File: src/rtl/hprp_pkg.sv
// Package of constants for the host read port.
package hprp_pkg;
  localparam int DATA_W = 32;
  localparam int HALF_W = 16;
  localparam int ADDR_W = 7;
  localparam int WSEL_W = 2;
  localparam int SYNC_STAGES = 2;
  localparam logic [4:0] BURST_MAX_32 = 5'h08;
  localparam logic [4:0] BURST_MAX_16 = 5'h10;
  localparam logic [DATA_W-1:0] DATA_RESET = 32'h0000_0000;
  localparam logic [ADDR_W-1:0] ADDR_RESET = 7'h00;
  // Read-to-read waits the host must keep; listed for the bench only.
  localparam int WAIT_FIFO_TO_LEVEL_NS = 135;
  localparam int WAIT_FIFO_TO_LEVEL_READS = 3;
  localparam int WAIT_DROP_TO_DROP_NS = 180;
  localparam int WAIT_DROP_TO_DROP_READS = 4;
  localparam int DUMMY_CYCLE_NS = 45;
  localparam int CLK_PERIOD_NS = 8;
  typedef enum logic [2:0] {
    HPRP_IDLE  = 3'b001,
    HPRP_FETCH = 3'b010,
    HPRP_DRIVE = 3'b100
  } hprp_state_t;
endpackage

File: src/rtl/hprp_sync.sv
// Two-stage synchroniser for pin inputs.
`timescale 1ns/10ps
module hprp_sync #(
  parameter int WIDTH = 1,
  parameter logic [WIDTH-1:0] RESET_VAL = '0
) (
  input wire logic clk_in,
  input wire logic reset_in,
  input wire logic [WIDTH-1:0] async_in,
  output logic [WIDTH-1:0] sync_out
);
  logic [WIDTH-1:0] meta_ff;
  logic [WIDTH-1:0] sync_ff;

  always_ff @(posedge clk_in) begin
    if (reset_in) begin
      meta_ff <= RESET_VAL;
      sync_ff <= RESET_VAL;
    end else begin
      meta_ff <= async_in;
      sync_ff <= meta_ff;
    end
  end

  assign sync_out = sync_ff;
endmodule // hprp_sync

File: src/rtl/hprp_read_port.sv
// Read side of the asynchronous SRAM-like host port: single, burst and direct receive-FIFO reads.
`timescale 1ns/10ps
module hprp_read_port #(
  parameter int DATA_W = hprp_pkg::DATA_W,
  parameter int ADDR_W = hprp_pkg::ADDR_W
) (
  input wire logic clk_in,
  input wire logic reset_in,
  input wire logic chip_select_n_in,
  input wire logic read_strobe_n_in,
  input wire logic fifo_sel_in,
  input wire logic [ADDR_W-1:0] addr_in,
  input wire logic bus_16bit_in,
  output logic [DATA_W-1:0] data_out,
  output logic data_lo_oe_out,
  output logic data_hi_oe_out,
  output logic reg_rd_req_out,
  output logic [ADDR_W-1:0] reg_rd_addr_out,
  input wire logic [DATA_W-1:0] reg_rd_data_in,
  output logic reg_rd_done_out,
  output logic [hprp_pkg::WSEL_W-1:0] rx_fifo_wsel_out,
  input wire logic [DATA_W-1:0] rx_fifo_data_in,
  output logic rx_fifo_pop_out
);
  initial begin
    if (DATA_W != 2 * hprp_pkg::HALF_W || ADDR_W <= hprp_pkg::WSEL_W) begin
      $error("hprp_read_port: unsupported data or address width");
    end
    // Both burst limits must be non-zero, and a half-width burst never holds fewer beats.
    if (hprp_pkg::BURST_MAX_32 == 5'h00 || hprp_pkg::BURST_MAX_16 < hprp_pkg::BURST_MAX_32) begin
      $error("hprp_read_port: unsupported burst limits");
    end
  end

  // Every pin passes two flip-flops, so the host sees read data about four clocks after the
  // strobes fall. A host that wants data sooner must stretch its strobe; the delay was accepted
  // to keep pin noise and metastability away from the state machine.

  localparam int SYNC_W = ADDR_W + 4;

  logic [SYNC_W-1:0] pins_raw;
  logic [SYNC_W-1:0] pins_sync;
  logic cs_n_s;
  logic rd_n_s;
  logic fifo_sel_s;
  logic width16_s;
  logic [ADDR_W-1:0] addr_s;
  logic active;

  // Strobes reset high so no phantom cycle is seen while the chain fills.
  assign pins_raw = {chip_select_n_in, read_strobe_n_in, fifo_sel_in, bus_16bit_in, addr_in};

  hprp_sync #(
    .WIDTH(SYNC_W),
    .RESET_VAL({2'b11, {(SYNC_W - 2){1'b0}}})
  ) u_pin_sync (
    .clk_in(clk_in),
    .reset_in(reset_in),
    .async_in(pins_raw),
    .sync_out(pins_sync)
  );

  assign cs_n_s = pins_sync[SYNC_W-1];
  assign rd_n_s = pins_sync[SYNC_W-2];
  assign fifo_sel_s = pins_sync[SYNC_W-3];
  assign width16_s = pins_sync[SYNC_W-4];
  assign addr_s = pins_sync[ADDR_W-1:0];
  assign active = ~cs_n_s & ~rd_n_s;

  hprp_pkg::hprp_state_t state_ff;
  hprp_pkg::hprp_state_t nxt_state;
  logic [ADDR_W-1:0] addr_ff;
  logic fifo_ff;
  logic wide16_ff;
  logic [4:0] count_ff;
  logic [DATA_W-1:0] data_ff;
  logic [DATA_W-1:0] fetch_word;
  logic [4:0] burst_max;
  logic step;
  logic finish;
  logic open_access;

  // An access opens on the first cycle in which idle logic sees both synchronised strobes low.
  assign open_access = (state_ff == hprp_pkg::HPRP_IDLE) && active;

  assign burst_max = wide16_ff ? hprp_pkg::BURST_MAX_16 : hprp_pkg::BURST_MAX_32;
  // A new address inside a held cycle is one more burst beat; beats past the limit are not served.
  assign step = (state_ff == hprp_pkg::HPRP_DRIVE) && active && (addr_s != addr_ff)
    && (fifo_ff || count_ff < burst_max);
  // Releasing a strobe during the fetch cycle still closes the access, so a started FIFO
  // access is always popped once, even if the host gave up before the data came.
  assign finish = (state_ff != hprp_pkg::HPRP_IDLE) && !active;

  // The fetch state lasts one cycle: it gives the storage side a cycle to answer the request.

  always_comb begin
    nxt_state = state_ff;
    unique case (state_ff)
      hprp_pkg::HPRP_IDLE: begin
        if (active) begin
          nxt_state = hprp_pkg::HPRP_FETCH;
        end
      end
      hprp_pkg::HPRP_FETCH: begin
        nxt_state = active ? hprp_pkg::HPRP_DRIVE : hprp_pkg::HPRP_IDLE;
      end
      hprp_pkg::HPRP_DRIVE: begin
        if (!active) begin
          nxt_state = hprp_pkg::HPRP_IDLE;
        end else if (step) begin
          nxt_state = hprp_pkg::HPRP_FETCH;
        end
      end
      default: begin
        nxt_state = hprp_pkg::HPRP_IDLE;
      end
    endcase
  end

  always_ff @(posedge clk_in) begin
    if (reset_in) begin
      state_ff <= hprp_pkg::HPRP_IDLE;
    end else begin
      state_ff <= nxt_state;
    end
  end

  // Access attributes are latched when an access opens; address and FIFO select are relatched on each burst step, bus width is held.
  always_ff @(posedge clk_in) begin
    if (reset_in) begin
      addr_ff <= hprp_pkg::ADDR_RESET;
      fifo_ff <= 1'b0;
      wide16_ff <= 1'b0;
    end else if (open_access || step) begin
      addr_ff <= addr_s;
      fifo_ff <= fifo_sel_s;
      // Bus width is taken only when an access opens; a strap that moves mid-burst cannot split lanes.
      if (state_ff == hprp_pkg::HPRP_IDLE) begin
        wide16_ff <= width16_s;
      end
    end
  end

  // The count starts at one because the opening access is itself the first beat.
  always_ff @(posedge clk_in) begin
    if (reset_in) begin
      count_ff <= 5'h00;
    end else if (state_ff == hprp_pkg::HPRP_IDLE) begin
      count_ff <= active ? 5'h01 : 5'h00;
    end else if (step) begin
      count_ff <= count_ff + 5'h01;
    end
  end

  // One request per beat, so every register, status FIFO or counter sees exactly one read per beat.
  always_ff @(posedge clk_in) begin
    if (reset_in) begin
      reg_rd_req_out <= 1'b0;
      reg_rd_addr_out <= hprp_pkg::ADDR_RESET;
    end else begin
      reg_rd_req_out <= (open_access || step) && !fifo_sel_s;
      reg_rd_addr_out <= addr_s;
    end
  end

  // In FIFO mode only the word-select bits pass on; the rest of the address is ignored.
  assign rx_fifo_wsel_out = addr_ff[hprp_pkg::WSEL_W-1:0];

  // Upper lanes are zeroed in half-width mode so nothing stale sits behind a disabled driver.
  always_comb begin
    fetch_word = fifo_ff ? rx_fifo_data_in : reg_rd_data_in;
    if (wide16_ff) begin
      fetch_word = {{hprp_pkg::HALF_W{1'b0}}, fetch_word[hprp_pkg::HALF_W-1:0]};
    end
  end

  // The snapshot is taken once per beat, so a running counter cannot change under the host.
  always_ff @(posedge clk_in) begin
    if (reset_in) begin
      data_ff <= hprp_pkg::DATA_RESET;
    end else if (state_ff == hprp_pkg::HPRP_FETCH && active) begin
      data_ff <= fetch_word;
    end
  end

  assign data_out = data_ff;
  assign data_lo_oe_out = (state_ff == hprp_pkg::HPRP_DRIVE) && active;
  assign data_hi_oe_out = data_lo_oe_out && !wide16_ff;

  // Register side effects fire one cycle after each beat closes, so dependent status lags the read.
  always_ff @(posedge clk_in) begin
    if (reset_in) begin
      reg_rd_done_out <= 1'b0;
    end else begin
      reg_rd_done_out <= (finish || step) && !fifo_ff;
    end
  end

  // The pop must land on the edge that closes the beat: a registered pop would advance the
  // FIFO head one cycle late, and the next burst beat would fetch the word already read.
  // The cost is a combinational strobe towards the FIFO, high for one cycle per closed beat.
  assign rx_fifo_pop_out = (finish || step) && fifo_ff && !reset_in;
endmodule // hprp_read_port

File: config.mk
export PLATFORM = sky130hd
export DESIGN_NAME = hprp_read_port
export DESIGN_NICKNAME = d
export VERILOG_FILES = /design/src/rtl/hprp_pkg.sv /design/src/rtl/hprp_sync.sv /design/src/rtl/hprp_read_port.sv
export SDC_FILE = /design/constraint.sdc
export NUM_CORES = 1
export LEC_CHECK = 0
export ABC_AREA = 0
export BUFFER_PORTS_ARGS = -buffer_cell sky130_fd_sc_hd__buf_2
export CAP_MARGIN = 20
export CORE_AREA = 5 5 64 123
export CTS_BUF_LIST = sky130_fd_sc_hd__clkbuf_4 sky130_fd_sc_hd__clkbuf_8 sky130_fd_sc_hd__clkbuf_16
export CTS_CLUSTER_SIZE = 24
export DETAILED_ROUTE_END_ITERATION = 12
export DIE_AREA = 0 0 69 128
export GPL_TIMING_DRIVEN = 0
export PLACE_DENSITY = 0.91
export RECOVER_POWER = 100
export SLEW_MARGIN = 20
export SYNTH_ARGS = -nofsm -noshare
export SYNTH_HDL_FRONTEND = slang
export SYNTH_SLANG_ARGS = --single-unit
export TNS_END_PERCENT = 20
File: constraint.sdc
create_clock -name clk_in -period 3.85 [get_ports clk_in]
set_input_delay 0.385 -clock clk_in [delete_from_list [all_inputs] [get_ports clk_in]]
set_output_delay 0.385 -clock clk_in [all_outputs]
set_load 0.02 [all_outputs]
**After elaboration in Yosys (flattened, before gate mapping)**

Cells that the tools add are included.

- Add/subtract/negate cells: 1
- Order comparisons: 1
- Equality and inequality tests: 7
- Mux-type cells: 11
- Bitwise logic cells: 3
- Reduce and logical (&&, ||, !) cells: 22

Operator list:

| operator | number |
|---|---|
| $mux W32 | 2 |
| $mux W5 | 3 |
| $mux W3 | 4 |
| $logic_and A1 B1 Y1 | 11 |
| $pmux W3 S3 | 1 |
| $ne A7 B7 Y1 | 1 |
| $add A5 B1 Y5 const B | 1 |
| $logic_not A1 Y1 | 5 |
| $lt A5 B5 Y1 | 1 |
| $reduce_and A2 Y1 | 2 |
| $eq A3 B1 Y1 const B | 1 |
| $eq A3 B2 Y1 const B | 1 |
| $eq A3 B3 Y1 const B | 1 |
| $logic_or A1 B1 Y1 | 3 |
| $ne A3 B1 Y1 const B | 1 |
| $ne A3 B3 Y1 const B | 1 |
| $ne A2 B2 Y1 const B | 1 |
| $not A1 Y1 | 2 |
| $reduce_bool A2 Y1 | 1 |
| $and A1 B1 Y1 | 1 |
| $mux W1 | 1 |

- Flip-flop bits (word level): 80
- Output and inout port bits: 46
- Word-level logic and storage cells: 56

**Logic depth before layout (Yosys ltp)**

Gate-level depths: netlist of run 1.

- Depth after elaboration: 8
- Mapped depth: 11
- Gate-level depth less buffers: 7

**Hierarchy**

A second synthesis of run 1 with hierarchy kept.

- Cell total of the unflattened synthesis: 342
- Area, all modules: 3269.4 sq um

Modules (own cells, without submodules):

| module | instances | cells an instance | area each (sq um) |
|---|---|---|---|
| hprp_read_port | 1 | 296 | 2673.8 |
| hprp_sync | 1 | 46 | 595.6 |

**Least setup slack after synthesis of run 1**

Ideal clock, no wire load.

- Kind: reg2out
- Start point: register wide16_ff
- End point: output rx_fifo_pop_out
- Data arrival time: 2.526 ns
- Data required time: 3.465 ns
- Setup slack: 0.939 ns
- Cell stages (with the launch flop): 12
- Buffers on the path: 4
- Cell sequence: dfxtp_1 -> clkbuf_1 -> clkbuf_1 -> inv_1 -> ha_1 -> o21ai_0 -> a21oi_1 -> a41oi_1 -> buf_6 -> buf_8 -> a21oi_1 -> nor3b_1

- Longest elaborated chain between the ends: 7

RTL lines:

| element | line | RTL |
|---|---|---|
| start, declared | hprp_read_port.sv:74 | `logic wide16_ff;` |
| start signal, assigned | hprp_read_port.sv:139 | `wide16_ff <= width16_s;` |
| $mux W5 | hprp_read_port.sv:86 | `assign burst_max = wide16_ff ? hprp_pkg::BURST_MAX_16 : hprp_pkg::BURST_MAX_32;` |
| $lt A5 B5 Y1 | hprp_read_port.sv:89 | `&& (fifo_ff \|\| count_ff < burst_max);` |
| $logic_or A1 B1 Y1 | hprp_read_port.sv:89 |  |
| $logic_and A1 B1 Y1 | hprp_read_port.sv:89 |  |
| $logic_or A1 B1 Y1 | hprp_read_port.sv:202 | `assign rx_fifo_pop_out = (finish \|\| step) && fifo_ff && !reset_in;` |
| $logic_and A1 B1 Y1 (2 in series) | hprp_read_port.sv:202 |  |
| end, declared | hprp_read_port.sv:23 | `output logic rx_fifo_pop_out` |

Every way passes these cells.

**Worst setup path after layout of run 1**

Ends and elaborated chain as after synthesis.

==> flow_summary.json, run 1 <==
{
  "hold_path_class": "in2reg",
  "outcome": "finished clean",
  "drv_cap": 0,
  "cts.clk_slew.worst_paths_ns": 0.06,
  "die_h_um": 128,
  "powerDensity_mw_per_mm2": 422,
  "fin_nets": 568,
  "antenna_cells": 0,
  "final_cell_count_no_fill": 584,
  "htreeDepth": 3,
  "coreArea_mm2": 0.00689,
  "wl_met1_um": 3040,
  "gr-total-overflow": 0,
  "rows": 43,
  "vias": 3068,
  "cp_slowest_cell": "clkbuf_1",
  "worstMarginPinSlew_ns": 0.862,
  "postSynthCellCount": 356,
  "fmax_mhz": 281,
  "cts_tree": "yes",
  "antenna_left": 0,
  "hold_viol": 0,
  "fin_ws_ns": 0.291,
  "area_growth_pct": 28.3,
  "yosysSeqAreaShare_pct": 46.4,
  "seqPwrFrac_pct": 45.3,
  "met2_length_um": 4760,
  "leakage_nw": 1.71,
  "syn-cell-area_mm2": 0.00345,
  "routed_wl_um": 8660,
  "finalSetupViolations": 0,
  "crit_buf_inv": 6,
  "clock_latency_ns": 0.33,
  "cts_resized": 0,
  "cts_buffers": 9,
  "stdcell_area_mm2": 0.00443,
  "cp_data_required_time_ns": 3.46,
  "timing.slew.headroom_pct": 42.4,
  "avgSynthCellArea_um2": 9.69,
  "synth.distinct_cells": 42,
  "crit_arrival_ns": 3.17,
  "routabilityCongestion": 0.814,
  "max-vdd-ir-drop_mv": 0.347,
  "vias_per_cell": 5.25,
  "place_inst": 568,
  "die_w_um": 69,
  "multi_input_area_mm2": 0.00163,
  "wl_per_cell_um": 14.8,
  "clk_path_buf_depth": 2,
  "drive_above_1_share_pct": 24.5,
  "dr.pass1.iters": 4,
  "synth_warnings": 0,
  "critPathKind": "reg2out",
  "clkPwrFrac_pct": 48.7,
  "period_minus_slack_ns": 3.56,
  "antenna_found_initial": 0,
  "sw_frac_of_total_pct": 20.3,
  "initial_utilization_pct": 50.1,
  "finalSetupTns_ns": 0,
  "path_cells": "clkbuf_1 -> clkbuf_1 -> inv_1 -> ha_1 -> o21ai_0 -> a21oi_1 -> a41oi_1 -> buf_6 -> buf_8 -> a21oi_1 -> nor3b_1 -> buf_2",
  "grt_max_degree": 14,
  "fin_skew_ns": 0.00446,
  "fin_crit_sh_pct": 92.5,
  "grt_pass1_vias": 3178,
  "crit_fanout": 10,
  "hold_buffers": 0,
  "start_kind": "flop",
  "drc_errors": 0,
  "r2r_slack_ns": 1.01,
  "place_ws_ns": 0.670,
  "root_buffer": "clkbuf_16",
  "ys_ff_latch": 80,
  "clock_sinks": 80,
  "place_hpwl_um": 6560,
  "internal_power_w": 0.00149,
  "place_area_mm2": 0.00417,
  "grt_first_pass_wirelength_um": 14000,
  "crit_family": "buffers and inverters",
  "dieArea_mm2": 0.00883,
  "wl_met3_um": 520,
  "dr.first_iter.drc_count": 157,
  "p_sw_w": 0.000379,
  "n_fill_cell": 596,
  "max_stage_delay_ns": 0.43,
  "cp-end-kind": "output port",
  "pin_count": 123,
  "io_buffers": 122,
  "top_layer_used": "met4",
  "slew_violations": 0,
  "power_frac_comb_pct": 6.0,
  "grt_usage_pct": 19.6,
  "synthesis.nets": 435,
  "seq_area_mm2": 0.00160,
  "rsz0062_at_grt": "false",
  "cts_setup_buffers": 0
}
-- power groups by stage --
stage          Sequential (W)  Clock (W)  Combinational, W
5_1_grt              0.000847   0.000959          0.000123
2_1_floorplan        0.000866          0         0.0000568
4_1_cts              0.000846   0.000924          0.000114
3_3_place_gp         0.000864          0          0.000109
3_5_place_dp         0.000864          0          0.000113
6_report             0.000846   0.000910          0.000112
-- cell type report --
| cell class | instances | area share (%) |
|---|---|---|
| multi-input cells | 242 | 36.9 |
| flip-flops and latches | 80 | 36.2 |
| repair buffers | 122 | 12.5 |
| clock buffers | 11 | 5.57 |
| plain buffers | 29 | 3.96 |
| well taps | 90 | 2.54 |
| clock inverters | 5 | 1.81 |
| inverters | 5 | 0.537 |
-- cell usage in the layout (no fill, tap or decap), drive strengths merged --
cell,n
nor3b,2
o2111ai,1
bufinv,2
buf,91
clkinvlp,2
or3,6
clkinv,2
a21oi,19
nor2,39
xnor2,4
nand4,1
mux2i,43
nor4b,1
inv,4
a2111oi,1
nand2b,2
a221o,7
a41oi,1
nor4,1
o211ai,1
a211oi,17
nand2,17
clkbuf,71
and3,4
nand3,5
nor2b,32
dfxtp,80
ha,2
xor2,5
a31oi,1
nor3,20
o21ai,4
a211o,1
or2,5
-- routing by layer --
| layer | vias to the layer above | global-route usage (%) |
|---|---|---|
| met4 | 0 | 15.3 |
| met1 | 1413 | 18.0 |
| li1 | 1505 | - |
| met5 | - | 0 |
| met2 | 120 | 37.1 |
| met3 | 30 | 3.53 |
-- per-stage QoR --
step                hold slack [ns]  total power [W]  utilization [%]
floorplan                     0.389         0.000922                -
global placement              0.396         0.000973             60.6
detailed placement            0.393         0.000977             60.6
CTS                           0.229          0.00188             65.3
global route                  0.239          0.00193             64.3
finish                        0.239          0.00187             64.3
-- kinds of logic after synthesis --
logic type / after synthesis / synth area share, %
compound gates: 53 / 10.9
xor+xnor: 9 / 2.28
buf+inv: 34 / 5.84
flops: 80 / 46.4
simple gates: 135 / 21.3
fa+ha+maj: 2 / 0.725
mux: 43 / 12.5
-- synth_stat cells, drive strengths merged --
| cell type | n | share of area (%) |
|---|---|---|
| nand4 | 1 | 0.18 |
| clkinv | 1 | 0.25 |
| or3 | 6 | 1.2 |
| inv | 4 | 0.44 |
| a41oi | 1 | 0.25 |
| xnor2 | 4 | 1.0 |
| and3 | 4 | 0.73 |
| nor4b | 1 | 0.44 |
| nand2b | 2 | 0.36 |
| nor2 | 39 | 4.7 |
| a31oi | 1 | 0.18 |
| nor3b | 2 | 0.44 |
| mux2i | 43 | 12 |
| buf | 18 | 4.0 |
| a211oi | 17 | 3.8 |
| dfxtp | 80 | 46 |
| nor2b | 32 | 5.8 |
| a211o | 1 | 0.25 |
| o21ai | 4 | 0.58 |
| nor4 | 1 | 0.18 |
| nand3 | 5 | 0.73 |
| nand2 | 17 | 1.8 |
| a2111oi | 1 | 0.44 |
| a221o | 7 | 2.0 |
| xor2 | 5 | 1.3 |
| nor3 | 20 | 3.8 |
| or2 | 5 | 0.91 |
| a21oi | 19 | 2.9 |
| o211ai | 1 | 0.22 |
| o2111ai | 1 | 0.25 |
| clkbuf | 11 | 1.2 |
| ha | 2 | 0.73 |
-- final timing paths --
check                           depth (start not counted)                      end                    from
worst max-delay path                                   12          rx_fifo_pop_out               wide16_ff
worst min-delay path                                    2   u_pin_sync.meta_ff[10]        chip_select_n_in
worst max register to register                         10              count_ff[0]               wide16_ff
worst min register to register                          1  u_pin_sync.sync_out[10]  u_pin_sync.meta_ff[10]
-- flip-flops by register name, summed over array words and instances, names as in the netlist --
name and cells:
addr_ff 7, count_ff 5, data_out 32, fifo_ff 1, reg_rd_addr_out 7, reg_rd_done_out 1
reg_rd_req_out 1, state_ff 3, u_pin_sync.meta_ff 11, u_pin_sync.sync_out 11, wide16_ff 1
No activity file was read; power rests on OpenSTA's default activity.
==> run 2: changes to the inputs <==
--- a/config.mk
+++ b/config.mk
@@ -8,13 +8,16 @@
 export ABC_AREA = 0
 export BUFFER_PORTS_ARGS = -buffer_cell sky130_fd_sc_hd__buf_2
 export CAP_MARGIN = 20
-export CORE_AREA = 5 5 64 123
+export CELL_PAD_IN_SITES_DETAIL_PLACEMENT = 0
+export CELL_PAD_IN_SITES_GLOBAL_PLACEMENT = 1
+export CORE_AREA = 5 5 73 142
 export CTS_BUF_LIST = sky130_fd_sc_hd__clkbuf_4 sky130_fd_sc_hd__clkbuf_8 sky130_fd_sc_hd__clkbuf_16
 export CTS_CLUSTER_SIZE = 24
 export DETAILED_ROUTE_END_ITERATION = 12
-export DIE_AREA = 0 0 69 128
+export DIE_AREA = 0 0 78 147
+export GPL_ROUTABILITY_DRIVEN = 0
 export GPL_TIMING_DRIVEN = 0
-export PLACE_DENSITY = 0.91
+export PLACE_DENSITY = 0.92
 export RECOVER_POWER = 100
 export SLEW_MARGIN = 20
 export SYNTH_ARGS = -nofsm -noshare
==> run 2 against run 1 <==
  * Critical endpoint unchanged
  * Largest power group unchanged
  * Worst hold slack worse by 0.0043 ns
  * Non-clock buffer count did not move
  * Clock power about the same
  * Flip-flop and latch count stayed put
  * Via count down 5.1%
  * Clock skew grew 0.0011 ns
==> flow_summary.json, run 2 (synthesis results as in run 1) <==
{
  "outcome": "finished clean",
  "antenna_found_initial": 0,
  "vias_per_cell": 4.87,
  "htreeDepth": 3,
  "finalSetupTns_ns": 0,
  "place_hpwl_um": 6100,
  "dr.first_iter.drc_count": 133,
  "hold_path_class": "in2reg",
  "grt_max_degree": 14,
  "stdcell_area_mm2": 0.00444,
  "drc_errors": 0,
  "wl_per_cell_um": 13.6,
  "gr-total-overflow": 0,
  "coreArea_mm2": 0.00920,
  "io_buffers": 122,
  "fin_nets": 568,
  "sw_frac_of_total_pct": 20.2,
  "clock_latency_ns": 0.33,
  "drv_cap": 0,
  "final_common_cell": "buf_2",
  "seqPwrFrac_pct": 45.3,
  "largest_reg_flops": 32,
  "dieArea_mm2": 0.0115,
  "cp-end-kind": "output port",
  "cts_buffers": 9,
  "powerDensity_mw_per_mm2": 420,
  "initial_utilization_pct": 37.5,
  "timing.slew.headroom_pct": 40.3,
  "start_kind": "flop",
  "hold_buffers": 0,
  "cts.clk_slew.worst_paths_ns": 0.06,
  "dr.pass1.iters": 4,
  "max-vdd-ir-drop_mv": 0.291,
  "leakage_nw": 1.72,
  "cts_setup_buffers": 0,
  "grt_usage_pct": 14.6,
  "fmax_mhz": 277,
  "cp_data_required_time_ns": 3.46,
  "worstMarginPinSlew_ns": 0.893,
  "cts_tree": "yes",
  "clkPwrFrac_pct": 48.8,
  "routed_wl_um": 8120,
  "area_growth_pct": 28.8,
  "grt_pass1_vias": 2898,
  "critPathKind": "reg2out",
  "antenna_left": 0,
  "die_w_um": 78,
  "place_area_mm2": 0.00419,
  "rows": 50,
  "clk_path_buf_depth": 2,
  "rsz0062_at_grt": "false",
  "fin_skew_ns": 0.00552,
  "die_h_um": 147,
  "finalSetupViolations": 0,
  "p_sw_w": 0.000378,
  "vias": 2912,
  "drive_above_1_share_pct": 24.7,
  "antenna_cells": 0,
  "power_frac_comb_pct": 5.9,
  "hold_viol": 0,
  "period_minus_slack_ns": 3.61,
  "slew_violations": 0,
  "pin_count": 123,
  "clock_sinks": 80,
  "crit_arrival_ns": 3.23,
  "fin_crit_sh_pct": 93.9,
  "cts_resized": 0,
  "crit_fanout": 10,
  "grt_first_pass_wirelength_um": 13600,
  "internal_power_w": 0.00149,
  "final_cell_mix": "83 x buf_2, 80 x dfxtp_1, 58 x clkbuf_1",
  "root_buffer": "clkbuf_16"
}
==> run 2: changes by cell type in the layout (fill, tap and decap cells not counted), sizes merged <==
cell,delta
buf,+2
clkbuf,-2
==> run 2: per-layer routing <==
metal | vias to the layer above | track usage, % | part of all wire, %
met5 | - | 0 | 0
met1 | 1300 | 17.0 | 41
met2 | 105 | 23.3 | 48
met3 | 8 | 6.87 | 9.9
met4 | 0 | 5.08 | 1.1
li1 | 1499 | - | -
==> run 2: per-stage QoR <==
step | util, % | hold slack, ns | setup slack [ns] | total power (W) | std cells
after global routing | 48.3 | 0.232 | 0.000940 | 0.00194 | 598
after floorplan | - | 0.389 | 0.939 | 0.000922 | 356
after detailed placement | 45.6 | 0.399 | 0.564 | 0.000977 | 582
after CTS | 49.1 | 0.218 | 0.184 | 0.00189 | 598
final | 48.3 | 0.235 | 0.236 | 0.00187 | 598
after global placement | 45.6 | 0.393 | 0.608 | 0.000975 | 582
==> run 2: power groups by stage <==
stage          Combinational, W  Sequential [W]  Clock (W)
6_report               0.000110        0.000846   0.000911
3_5_place_dp           0.000112        0.000864          0
3_3_place_gp           0.000111        0.000864          0
4_1_cts                0.000113        0.000846   0.000933
5_1_grt                0.000123        0.000847   0.000970
2_1_floorplan         0.0000568        0.000866          0
==> run 2: cell type report <==
| cell class | count | area [µm²] |
|---|---|---|
| fillers | 903 | 4750 |
| multi-input cells | 242 | 1630 |
| flip-flops and latches | 80 | 1600 |
| repair buffers | 122 | 553 |
| clock buffers | 11 | 246 |
| plain buffers | 29 | 178 |
| well taps | 104 | 130 |
| clock inverters | 5 | 80.1 |
| inverters | 5 | 23.8 |
==> run 2: final timing paths <==
path                                from  cells past startpoint                 endpoint  slack [ns]
setup reg to reg               wide16_ff                     10              count_ff[0]        1.00
hold / removal          read_strobe_n_in                      2    u_pin_sync.meta_ff[9]        0.23
setup / recovery               wide16_ff                     12          rx_fifo_pop_out        0.24
hold reg to reg   u_pin_sync.meta_ff[10]                      1  u_pin_sync.sync_out[10]        0.41
==> run 2: critical path: stages, from the launching register on <==
cell and delay, ns:
dfxtp_1 0.32, clkbuf_1 0.44, clkbuf_1 0.45, inv_1 0.09, ha_1 0.29, o21ai_0 0.08, a21oi_1 0.13, a41oi_1 0.23
buf_6 0.21, buf_8 0.14, a21oi_1 0.11, nor3b_1 0.19, buf_2 0.20
==> run 3: changes to the inputs <==
--- a/config.mk
+++ b/config.mk
@@ -10,17 +10,18 @@
 export CAP_MARGIN = 20
 export CELL_PAD_IN_SITES_DETAIL_PLACEMENT = 0
 export CELL_PAD_IN_SITES_GLOBAL_PLACEMENT = 1
-export CORE_AREA = 5 5 73 142
+export CORE_AREA = 5 5 71 138
 export CTS_BUF_LIST = sky130_fd_sc_hd__clkbuf_4 sky130_fd_sc_hd__clkbuf_8 sky130_fd_sc_hd__clkbuf_16
 export CTS_CLUSTER_SIZE = 24
 export DETAILED_ROUTE_END_ITERATION = 12
-export DIE_AREA = 0 0 78 147
+export DIE_AREA = 0 0 76 143
 export GPL_ROUTABILITY_DRIVEN = 0
 export GPL_TIMING_DRIVEN = 0
-export PLACE_DENSITY = 0.92
+export PLACE_DENSITY = 0.93
 export RECOVER_POWER = 100
 export SLEW_MARGIN = 20
 export SYNTH_ARGS = -nofsm -noshare
 export SYNTH_HDL_FRONTEND = slang
+export SYNTH_HIERARCHICAL = 1
 export SYNTH_SLANG_ARGS = --single-unit
 export TNS_END_PERCENT = 20
==> run 3 against run 2 <==
  * First-iteration DRC count shrank 16%
  * Design area down 4.6%
  * Sequential share of layout area increased by 1.7 points
  * Wire length grew 2.9%
  * Clock skew decreased by 0.00090 ns
  * Non-clock buffer count down 3
  * Flip-flop and latch count stayed put
  * Count of clock-buffer cells in the layout shrank 1
  * Sequential power about the same
==> flow_summary.json, run 3 <==
{
  "cp-end-kind": "output port",
  "drc_errors": 0,
  "cts_tree": "yes",
  "finalSetupTns_ns": 0,
  "stdcell_area_mm2": 0.00424,
  "synth_top_family_by_area": "simple AND/OR/NAND/NOR gates",
  "synth_most_common_cell": "dfxtp_1",
  "final_cell_mix": "80 x dfxtp_1, 78 x buf_2, 66 x clkbuf_1",
  "grt_first_pass_wirelength_um": 13800,
  "outcome": "finished clean",
  "postSynthCellCount": 342,
  "synthAdderAreaFrac_pct": 0.765,
  "clock_sinks": 80,
  "antenna_left": 0,
  "synth-compound-area-share_pct": 8.84,
  "synthTopCellsByArea": "dfxtp_1 49%, mux2i_1 11%, nor2b_1 5.7%, nor2_1 5.3%, a211oi_1 3.7%",
  "grt_pass1_vias": 2945,
  "crit_arrival_ns": 2.74,
  "routed_wl_um": 8360,
  "dieArea_mm2": 0.0109,
  "critPathKind": "reg2out",
  "hold_viol": 0,
  "clk_path_buf_depth": 2,
  "rsz0062_at_grt": "false",
  "fin_crit_sh_pct": 81.3,
  "r2r-start": "wide16_ff",
  "io_buffers": 122,
  "final_common_cell": "dfxtp_1",
  "die_h_um": 143,
  "final_util_pct": 49.4,
  "worstMarginPinSlew_ns": 0.889,
  "max-vdd-ir-drop_mv": 0.263,
  "synth.distinct_cells": 36,
  "fmax_mhz": 320,
  "coreArea_mm2": 0.00859,
  "start_kind": "flop",
  "power.total_w": 0.00186,
  "crit_fanout": 10,
  "vias_per_cell": 4.86,
  "min_from": "chip_select_n_in",
  "initial_utilization_pct": 38.1,
  "finalSetupViolations": 0,
  "grt_usage_pct": 15.6,
  "gr-total-overflow": 0,
  "syn-cell-area_mm2": 0.00327,
  "dr.first_iter.drc_count": 112,
  "pin_count": 123,
  "antenna_cells": 0,
  "max_stage_delay_ns": 0.39,
  "fin_skew_ns": 0.00462,
  "grt_max_degree": 15,
  "yosysTopAreaCell": "dfxtp_1",
  "cp_data_required_time_ns": 3.46,
  "synthesis.nets": 421,
  "drive_above_1_share_pct": 22.3,
  "avgSynthCellArea_um2": 9.56,
  "ys_ff_latch": 80,
  "hold_path_class": "in2reg",
  "crit_top_cell": "clkbuf_1",
  "dr.pass1.iters": 4,
  "yosysSeqAreaShare_pct": 49.0,
  "wl_per_cell_um": 14.4,
  "rows": 48,
  "rr_worst_depth": 8,
  "period_minus_slack_ns": 3.13,
  "synth_edf_count": 0,
  "synth_xor_area_share_pct": 2.14,
  "hold_depth": 2,
  "synth_common_cells": "80 x dfxtp_1, 46 x nor2_1, 36 x mux2i_1",
  "synth_warnings": 6,
  "synthArstFlopShare_pct": 0,
  "leakage_nw": 1.69,
  "root_buffer": "clkbuf_16",
  "place_area_mm2": 0.00401,
  "hold_buffers": 0,
  "path_cells": "clkbuf_1 -> inv_1 -> ha_1 -> o21ai_0 -> a21oi_1 -> nor2_1 -> clkbuf_1 -> a21oi_1 -> nor2_1 -> clkbuf_1",
  "crit_start": "wide16_ff",
  "cts_setup_buffers": 0,
  "post-synth-top-area-fraction_pct": 49.0,
  "drv_cap": 0,
  "powerDensity_mw_per_mm2": 438,
  "htreeDepth": 3,
  "synth_simple_gate_area_share_pct": 21.7,
  "place_hpwl_um": 6610,
  "cts.clk_slew.worst_paths_ns": 0.06,
  "fin_nets": 554,
  "largest_reg_flops": 32,
  "cts_buffers": 9,
  "antenna_found_initial": 0,
  "die_w_um": 76,
  "hold_ws_ns": 0.240,
  "cp_slowest_cell": "clkbuf_1",
  "vias": 2821,
  "synth_ff_type": "dfxtp_1",
  "slew_violations": 0,
  "cts_resized": 0,
  "area_growth_pct": 29.7,
  "clock_latency_ns": 0.33,
  "synth.mux.area_fraction_pct": 13.3,
  "timing.slew.headroom_pct": 40.7
}
## run 3: cell count changes in the layout (fill, tap and decap cells not counted), sizes merged, moves of 2 or more
cell | previous run | this run
a22oi | 0 | 3
clkbuf | 69 | 76
a221o | 7 | 0
buf | 93 | 82
nor2b | 32 | 30
or3 | 6 | 3
mux2 | 0 | 5
mux2i | 43 | 36
nand3 | 5 | 11
a21oi | 19 | 22
nand2 | 17 | 6
o21ai | 4 | 2
nand2b | 2 | 4
nor2 | 39 | 46
## run 3: area by class of cell
type | count | area [µm²]
plain buffers | 26 | 113
clock inverters | 6 | 90.1
multi-input cells | 233 | 1520
repair buffers | 122 | 552
fillers | 861 | 4350
flip-flops and latches | 80 | 1600
clock buffers | 10 | 233
well taps | 100 | 125
inverters | 3 | 11.3
## run 3: critical path: cells and delay by family, from the launching register on
family	cells	cell delay, ns
compound gates	3	0.36
fa+ha+maj	1	0.30
buf+inv	4	1.11
flops	1	0.31
simple gates	2	0.34
## run 3: cell families (layout without fill, tap and decap cells)
logic type | after synthesis | after routing
buffers and inverters | 29 | 167
AND/OR/NAND/NOR | 137 | 137
multiplexers | 41 | 41
flip-flops | 80 | 80
adder cells (fa/ha/maj) | 2 | 2
AO/OA/AOI/OAI | 45 | 45
XOR/XNOR | 8 | 8
## run 3: report_power, final
part	switching (W)	internal [W]	leakage, nW
Clock	0.000336	0.000578	0.157
Combinational	0.0000463	0.0000497	0.885
Sequential	0.00000439	0.000841	0.650
Total	0.000387	0.00147	1.69
## run 3: through the flow
step / cells / setup WS [ns]
final: 580 / 0.721
after global routing: 580 / 0.460
after CTS: 580 / 1.07
after detailed placement: 564 / 1.45
after global placement: 564 / 1.47
after floorplan: 342 / 1.67
## run 3: layer usage
metal	up-vias	wire [µm]	global-route usage, %
li1	1437	-	-
met1	1296	3060	15.9
met2	73	4730	29.6
met3	15	347	3.16
met4	0	225	7.97
met5	-	0	0
## run 3: final timing paths
path / end / slack (ns)
min reg2reg: u_pin_sync/sync_out[9] / 0.41
max: rx_fifo_pop_out / 0.72
min: u_pin_sync/meta_ff[10] / 0.24
max reg2reg: addr_ff[3] / 1.12
